===== src/inc/tpcs_pkg.sv =====
// Constants, register map and carrier types for the shared timer prescaler
// and timer clock source block.
// Assumes a CPU I/O register port on sys_clk and count pins from outside.

`default_nettype none

package tpcs_pkg;

  // ----------------------------------------------------------------
  // Register map (I/O addresses)
  // ----------------------------------------------------------------
  localparam logic [6:0] IO_PRESCALER_RESET = 7'h30;
  localparam logic [6:0] IO_BYTE_COUNT      = 7'h32;
  localparam logic [6:0] IO_BYTE_CONTROL    = 7'h33;
  localparam logic [6:0] IO_IRQ_FLAGS       = 7'h38;
  localparam logic [6:0] IO_IRQ_MASK        = 7'h39;
  localparam logic [6:0] DATA_SPACE_OFFSET  = 7'h20;

  // ----------------------------------------------------------------
  // Field positions and reset values
  // ----------------------------------------------------------------
  localparam int         OVF_BIT      = 0;
  localparam int         RESTART_BIT  = 0;
  localparam logic [7:0] MASK_RESET   = 8'h00;
  localparam logic [7:0] FLAGS_RESET  = 8'h00;
  localparam logic [7:0] COUNT_RESET  = 8'h00;
  localparam logic [2:0] SELECT_RESET = 3'h0;
  localparam logic [7:0] COUNT_MAX    = 8'hFF;

  // ----------------------------------------------------------------
  // Prescaler tap masks on the 10-bit counter
  // ----------------------------------------------------------------
  localparam int          PRESCALE_WIDTH = 10;
  localparam logic [9:0]  TAP_8_MASK     = 10'h007;
  localparam logic [9:0]  TAP_64_MASK    = 10'h03F;
  localparam logic [9:0]  TAP_256_MASK   = 10'h0FF;
  localparam logic [9:0]  TAP_1024_MASK  = 10'h3FF;

  // ----------------------------------------------------------------
  // Clock select codes
  // ----------------------------------------------------------------
  localparam logic [2:0] SEL_STOP    = 3'h0;
  localparam logic [2:0] SEL_DIRECT  = 3'h1;
  localparam logic [2:0] SEL_DIV8    = 3'h2;
  localparam logic [2:0] SEL_DIV64   = 3'h3;
  localparam logic [2:0] SEL_DIV256  = 3'h4;
  localparam logic [2:0] SEL_DIV1024 = 3'h5;
  localparam logic [2:0] SEL_FALL    = 3'h6;
  localparam logic [2:0] SEL_RISE    = 3'h7;

  // CPU I/O register request
  typedef struct packed {
    logic       rd;
    logic       wr;
    logic [6:0] addr;
    logic [7:0] wdata;
  } tpcs_io_req_s;

  // Prescaler tap enables, one cycle wide each
  typedef struct packed {
    logic div8;
    logic div64;
    logic div256;
    logic div1024;
  } tpcs_taps_s;

endpackage

`default_nettype wire


===== src/design/tpcs_top.sv =====
// Shared prescaler, timer clock selection, 8-bit counter with overflow flag
// and mask, and prescaler restart control.
// Assumes a single-cycle CPU I/O register port and asynchronous count pins.

`default_nettype none

module tpcs_top (
  // Clock and reset
  input  wire logic                  sys_clk,
  input  wire logic                  resetn,
  // CPU register port, either I/O or data-space address
  input  wire tpcs_pkg::tpcs_io_req_s io_req,
  output logic [7:0]                 io_rdata,
  // Core status and vector acknowledge
  input  wire logic                  global_irq_enable,
  input  wire logic                  overflow_vector_ack,
  output logic                       overflow_irq_req,
  // External count pins
  input  wire logic                  count_pin_a,
  input  wire logic                  count_pin_b,
  // Second timer clock select and its tick
  input  wire logic [2:0]            word_timer_clock_select,
  output logic                       word_timer_tick
);

  // ----------------------------------------------------------------
  // Address decode
  // ----------------------------------------------------------------
  logic [6:0] io_addr;
  logic       hit_restart;
  logic       hit_count;
  logic       hit_control;
  logic       hit_flags;
  logic       hit_mask;

  // Data-space addresses fold back onto I/O addresses
  always_comb begin
    io_addr = io_req.addr;
    if (io_req.addr >= tpcs_pkg::DATA_SPACE_OFFSET + tpcs_pkg::IO_PRESCALER_RESET) begin
      io_addr = io_req.addr - tpcs_pkg::DATA_SPACE_OFFSET;
    end
  end

  assign hit_restart = (io_addr == tpcs_pkg::IO_PRESCALER_RESET);
  assign hit_count   = (io_addr == tpcs_pkg::IO_BYTE_COUNT);
  assign hit_control = (io_addr == tpcs_pkg::IO_BYTE_CONTROL);
  assign hit_flags   = (io_addr == tpcs_pkg::IO_IRQ_FLAGS);
  assign hit_mask    = (io_addr == tpcs_pkg::IO_IRQ_MASK);

  // ----------------------------------------------------------------
  // Prescaler
  // ----------------------------------------------------------------
  logic [9:0]           prescale_ff;
  tpcs_pkg::tpcs_taps_s taps;
  logic                 restart_req;

  // Restart strobe is the write itself, so the bit never holds a one
  assign restart_req = io_req.wr && hit_restart && io_req.wdata[tpcs_pkg::RESTART_BIT];

  // Free running regardless of clock selects; only reset and a restart touch it
  always_ff @(posedge sys_clk) begin
    if (!resetn || restart_req) begin
      prescale_ff <= '0;
    end else begin
      prescale_ff <= prescale_ff + 10'h001;
    end
  end

  // Taps fire in the cycle the low bits are all ones
  always_comb begin
    taps.div8    = (prescale_ff & tpcs_pkg::TAP_8_MASK)    == tpcs_pkg::TAP_8_MASK;
    taps.div64   = (prescale_ff & tpcs_pkg::TAP_64_MASK)   == tpcs_pkg::TAP_64_MASK;
    taps.div256  = (prescale_ff & tpcs_pkg::TAP_256_MASK)  == tpcs_pkg::TAP_256_MASK;
    taps.div1024 = (prescale_ff & tpcs_pkg::TAP_1024_MASK) == tpcs_pkg::TAP_1024_MASK;
  end

  // ----------------------------------------------------------------
  // Count pin synchronisers and edge detectors
  // ----------------------------------------------------------------
  // The front latch is modelled as a flop; a real transparent latch gains
  // half a cycle, hence the 2.5 to 3.5 cycle spread on hardware.
  logic [1:0] pin_meta_ff;
  logic [1:0] pin_sync_ff;
  logic [1:0] pin_last_ff;
  logic [1:0] pin_rise;
  logic [1:0] pin_fall;

  // Pins are sampled whether driven as outputs or not
  always_ff @(posedge sys_clk) begin
    if (!resetn) begin
      pin_meta_ff <= 2'h0;
      pin_sync_ff <= 2'h0;
      pin_last_ff <= 2'h0;
    end else begin
      pin_meta_ff <= {count_pin_b, count_pin_a};
      pin_sync_ff <= pin_meta_ff;
      pin_last_ff <= pin_sync_ff;
    end
  end

  assign pin_rise = pin_sync_ff & ~pin_last_ff;
  assign pin_fall = ~pin_sync_ff & pin_last_ff;

  // ----------------------------------------------------------------
  // Clock select, one mux per timer on the shared taps
  // ----------------------------------------------------------------
  function automatic logic pick_tick(input logic [2:0] sel, input tpcs_pkg::tpcs_taps_s t,
                                     input logic rise, input logic fall);
    logic tick;
    tick = 1'b0;
    case (sel)
      tpcs_pkg::SEL_STOP:    tick = 1'b0;
      tpcs_pkg::SEL_DIRECT:  tick = 1'b1;
      tpcs_pkg::SEL_DIV8:    tick = t.div8;
      tpcs_pkg::SEL_DIV64:   tick = t.div64;
      tpcs_pkg::SEL_DIV256:  tick = t.div256;
      tpcs_pkg::SEL_DIV1024: tick = t.div1024;
      tpcs_pkg::SEL_FALL:    tick = fall;
      tpcs_pkg::SEL_RISE:    tick = rise;
      default:               tick = 1'b0;
    endcase
    return tick;
  endfunction

  logic [2:0] byte_timer_clock_select_ff;
  logic       timer_tick;
  logic       word_tick;

  assign timer_tick = pick_tick(byte_timer_clock_select_ff, taps, pin_rise[0], pin_fall[0]);
  assign word_tick  = pick_tick(word_timer_clock_select, taps, pin_rise[1], pin_fall[1]);

  // Second timer tick is registered to keep outputs on flops
  always_ff @(posedge sys_clk) begin
    if (!resetn) begin
      word_timer_tick <= 1'b0;
    end else begin
      word_timer_tick <= word_tick;
    end
  end

  // ----------------------------------------------------------------
  // Byte timer control and counter
  // ----------------------------------------------------------------
  logic [7:0] byte_timer_count_ff;
  logic       overflow_evt;

  // Clock select of the 8-bit timer
  always_ff @(posedge sys_clk) begin
    if (!resetn) begin
      byte_timer_clock_select_ff <= tpcs_pkg::SELECT_RESET;
    end else if (io_req.wr && hit_control) begin
      byte_timer_clock_select_ff <= io_req.wdata[2:0];
    end
  end

  // A CPU write wins over the count and suppresses the overflow
  assign overflow_evt = timer_tick && !(io_req.wr && hit_count) &&
                        (byte_timer_count_ff == tpcs_pkg::COUNT_MAX);

  always_ff @(posedge sys_clk) begin
    if (!resetn) begin
      byte_timer_count_ff <= tpcs_pkg::COUNT_RESET;
    end else if (io_req.wr && hit_count) begin
      byte_timer_count_ff <= io_req.wdata;
    end else if (timer_tick) begin
      byte_timer_count_ff <= byte_timer_count_ff + 8'h01;
    end
  end

  // ----------------------------------------------------------------
  // Overflow flag and mask
  // ----------------------------------------------------------------
  logic overflow_flag_ff;
  logic overflow_irq_enable_ff;
  logic flag_clear;

  assign flag_clear = overflow_vector_ack ||
                      (io_req.wr && hit_flags && io_req.wdata[tpcs_pkg::OVF_BIT]);

  // Set beats a clear in the same cycle so no overflow is lost
  always_ff @(posedge sys_clk) begin
    if (!resetn) begin
      overflow_flag_ff <= tpcs_pkg::FLAGS_RESET[tpcs_pkg::OVF_BIT];
    end else if (overflow_evt) begin
      overflow_flag_ff <= 1'b1;
    end else if (flag_clear) begin
      overflow_flag_ff <= 1'b0;
    end
  end

  always_ff @(posedge sys_clk) begin
    if (!resetn) begin
      overflow_irq_enable_ff <= tpcs_pkg::MASK_RESET[tpcs_pkg::OVF_BIT];
    end else if (io_req.wr && hit_mask) begin
      overflow_irq_enable_ff <= io_req.wdata[tpcs_pkg::OVF_BIT];
    end
  end

  // Request follows the three conditions one cycle later, unless the flag is being cleared in that cycle
  always_ff @(posedge sys_clk) begin
    if (!resetn) begin
      overflow_irq_req <= 1'b0;
    end else begin
      overflow_irq_req <= overflow_irq_enable_ff && global_irq_enable && overflow_flag_ff &&
                          !flag_clear;
    end
  end

  // ----------------------------------------------------------------
  // Read data, registered; unmapped addresses read zero
  // ----------------------------------------------------------------
  logic [7:0] nxt_rdata;

  always_comb begin
    nxt_rdata = 8'h00;
    if (hit_count) begin
      nxt_rdata = byte_timer_count_ff;
    end else if (hit_control) begin
      nxt_rdata = {5'h00, byte_timer_clock_select_ff};
    end else if (hit_flags) begin
      nxt_rdata = {7'h00, overflow_flag_ff};
    end else if (hit_mask) begin
      nxt_rdata = {7'h00, overflow_irq_enable_ff};
    end else if (hit_restart) begin
      nxt_rdata = 8'h00;
    end
  end

  always_ff @(posedge sys_clk) begin
    if (!resetn) begin
      io_rdata <= 8'h00;
    end else if (io_req.rd) begin
      io_rdata <= nxt_rdata;
    end
  end
endmodule

`default_nettype wire


===== config.mk =====
export PLATFORM = sky130hd
export DESIGN_NAME = tpcs_top
export DESIGN_NICKNAME = d
export VERILOG_FILES = /design/src/inc/tpcs_pkg.sv /design/src/design/tpcs_top.sv
export SDC_FILE = /design/constraint.sdc
export NUM_CORES = 1
export LEC_CHECK = 0
export ABC_AREA = 1
export BUFFER_PORTS_ARGS = -buffer_cell sky130_fd_sc_hd__clkbuf_2
export CAP_MARGIN = 20
export CORE_ASPECT_RATIO = 0.5
export CORE_MARGIN = 3
export CORE_UTILIZATION = 55
export DETAILED_ROUTE_END_ITERATION = 10
export PLACE_DENSITY_LB_ADDON = 0.15
export SLEW_MARGIN = 5
export SYNTH_ARGS = -nofsm -noshare
export SYNTH_HDL_FRONTEND = slang
export SYNTH_SLANG_ARGS = --single-unit

===== constraint.sdc =====
create_clock -name sys_clk -period 2.05 [get_ports sys_clk]
set_input_delay 0.41 -clock sys_clk [delete_from_list [all_inputs] [get_ports sys_clk]]
set_output_delay 0.41 -clock sys_clk [all_outputs]
set_load 0.01 [all_outputs]

==> out/summary.txt <==
status = complete, no violations
Pwr Total = 1.57 mW
P_leak = 1.17 nW
Synth top area share = 0.383
Die Area = 0.00451 mm^2
post-synthesis compound-gate area fraction = 0.0866
Netlist cell types = 34
cell internal pwr = 1.21 mW
Worst Hold Class = input pin to register
net switching fraction of the power = 0.227
crit path kind = register to register
n_diodes = 0
# fillers = 278
H-tree depth = 2
Slew Limit Headroom = 0.701
Clock power frac = 0.421
syn_nets = 320
Tot GR Track Use = 0.196
I/O Buffers = 35
Net Sw Power = 0.355 mW
routed vias = 1,919
clock root cell = clkbuf_8
main combinational cell family by area after synthesis = simple AND/OR/NAND/NOR gates
Ys Warns = 0
Hold Violations, Final = 0
Final Cycle Share = 0.884
Post-synth ARST share = 0
Register Area = 781 um^2
CTS clk-pin slew, worst paths = 0.08 ns
Final Max Slew Viols = 0
Max Cap Violations = 0
Iteration-0 DRC Markers = 64
Setup Skew = 0.00520 ns
Sequential Power Share = 0.498
Post-synth EDFFs = 0
routed len/inst = 11.7 um
worst-path fanout max = 9
highest clock rate = 552 MHz
final setup violation count = 0
RD Place Congestion = 0.885
xor/xnor cell area share of the yosys netlist = 0.0430
total grt overflow = 0
# hold bufs at CTS = 0
Mean Syn Cell Area = 7.05 um^2
layout cell share with drive strength beyond 1 = 0.187
die height = 49.0 um
core area = 0.00326 mm^2
hold slack = 0.313 ns
Die W = 92.1 um
unrepaired setup endpoints after global routing = no
area of the mapped netlist = 0.00204 mm^2
Post-Synth Simple-Gate Area = 0.357
global-route wire length before repair = 7.29 mm
initial antenna violation count = 0
Gate power share = 0.081
initial core utilization = 0.625
fin crit period = 1.81 ns
Synth Area in Adders = 0.0307
Post-Route WL = 4.39 mm
power density over the cells = 662 mW/mm^2
sum of negative setup slack = 0 ns
clk sink count = 39
Max VDD drop = 312 uV
final core utilization = 0.726
fin nets = 357
Mapped Cells = 289
Routed Antenna Nets = 0
CTS tree = done
#FFs+latches synth = 39
CP required = 2.29 ns
DRT Pass-1 Iters = 4
post-synth top area cell = dfxtp_1
Num CTS Buffers = 5
mux share of post-synthesis cell area = 0
top_reg_cell synth = dfxtp_1
actual slew at the worst max-slew pin = 0.448 ns
Arr. time, crit path = 2.05 ns
Vias/cell = 5.12
# IOs = 36
area delta synth->final = 16.2%
Skew-Pair Late Insertion Delay = 0.29 ns
crit path launch type = register
drt drc = 0
sequential fraction of the synthesis area = 0.383
synth top area cells = dfxtp_1 (38%), nand2_1 (11%), nand3_1 (10%), inv_1 (7.7%), nor2_1 (5.3%)
vias in the first global route = 1,793
largest net degree at the start of global routing = 20
Max clock buf depth = 2
Multi-input gate area = 0.00106 mm^2
Setup crit end kind = register
hpwl dp = 3.22 mm
row cnt = 14
stage by stage:
step,cells,cell area [um^2],worst slack (ns)
2_1_floorplan,289,2040,0.254
3_3_place_gp,367,2250,0.107
3_5_place_dp,367,2250,-0.00560
4_1_cts,375,2360,0.117
5_1_grt,375,2370,0.0280
6_report,375,2370,0.238
cell usage after synthesis (3+ instances only):
master    n
a21oi_1  16
buf_2     3
dfxtp_1  39
ha_1      5
inv_1    42
nand2_1  58
nand2_2   3
nand3_1  41
nand4_1   7
nor2_1   29
nor3_1    5
o21ai_0   6
xnor2_1   3
xor2_1    7
metal layers:
metal  up-vias  track usage  wire (um)  share of wire
met1       875        0.229       2090           0.47
met3         6       0.0601        210          0.048
met4         0       0.0665         38         0.0087
met2        38        0.342       2060           0.47
li1       1000            -          -              -
met5         -            0          0              0
layout make-up:
type                       instances  share of cell area
sequential                        39               0.330
multi-input combinational        200               0.447
inverter                          44              0.0709
clock inverter                     2              0.0148
tap                               48              0.0254
clock buffer                       6              0.0349
timing repair buffer              36              0.0772
critical path, stage by stage (launching register included):
cell	delay (ns)
dfxtp_1	0.36
ha_1	0.18
nand3_1	0.14
nor2_2	0.19
nor2_1	0.07
o21bai_1	0.19
nand2_2	0.18
inv_2	0.17
nand3_1	0.10
nand3_1	0.08
nand2_1	0.05
inv_1	0.06
timing repair:
action                                  4_1_cts  5_1_grt
setup buffers                                 0        0
gates resized for setup                       0        2
endpoints found under the setup margin        0        8
sequential cells by signal, indices dropped and copies added, names as in the netlist:
| signal | flops |
|---|---|
| overflow_irq_req | 1 |
| io_rdata | 8 |
| pin_last_ff | 2 |
| word_timer_tick | 1 |
| prescale_ff | 10 |
| overflow_flag_ff | 1 |
| pin_meta_ff | 2 |
| overflow_irq_enable_ff | 1 |
| byte_timer_count_ff | 8 |
| pin_sync_ff | 2 |
| byte_timer_clock_select_ff | 3 |
power groups by stage:
stage	Sequential, mW	Clock (mW)	Combinational (mW)
after floorplan	0.797	0	0.0784
after global placement	0.797	0	0.120
after detailed placement	0.797	0	0.126
after CTS	0.780	0.673	0.127
after global routing	0.781	0.712	0.143
final	0.780	0.659	0.127
logic make-up after synthesis:
family                     Yosys count
and+or+nand+nor                    155
DFF                                 39
xor gates and xnor gates            10
AOI/OAI and AO/OA                   30
adders and majority gates            5
buffers and inverters               50
layout by cell type (no fill, tap or decap):
cell	n
nor2_1	28
o21ai_1	1
nand2_4	1
inv_2	2
nand4_1	7
o21bai_1	2
nor2_4	1
o21ai_0	6
nor3_4	1
or2_2	2
bufinv_16	1
nand2_2	3
inv_1	41
nand3_4	1
clkbuf_8	6
clkbuf_2	35
nand3_1	41
nand3b_1	1
buf_4	1
o22ai_1	1
nor2_2	3
xor2_1	7
nor3_1	5
a21oi_4	1
clkinv_2	1
o21ai_2	1
a211oi_1	1
nor3b_1	1
o211ai_1	1
a21oi_1	16
inv_4	1
nand2_1	58
ha_1	5
and3_1	2
dfxtp_1	39
xnor2_1	3
final timing paths:
kind	start	end	slack, ns	depth (start not counted)
worst min-delay path	count_pin_b	pin_meta_ff[1]	0.31	3
worst max register to register	prescale_ff[0]	byte_timer_count_ff[0]	0.24	11
worst max-delay path	prescale_ff[0]	byte_timer_count_ff[0]	0.24	11
worst min register to register	pin_meta_ff[0]	pin_sync_ff[0]	0.42	2
Power figures use the tool's default switching activity.
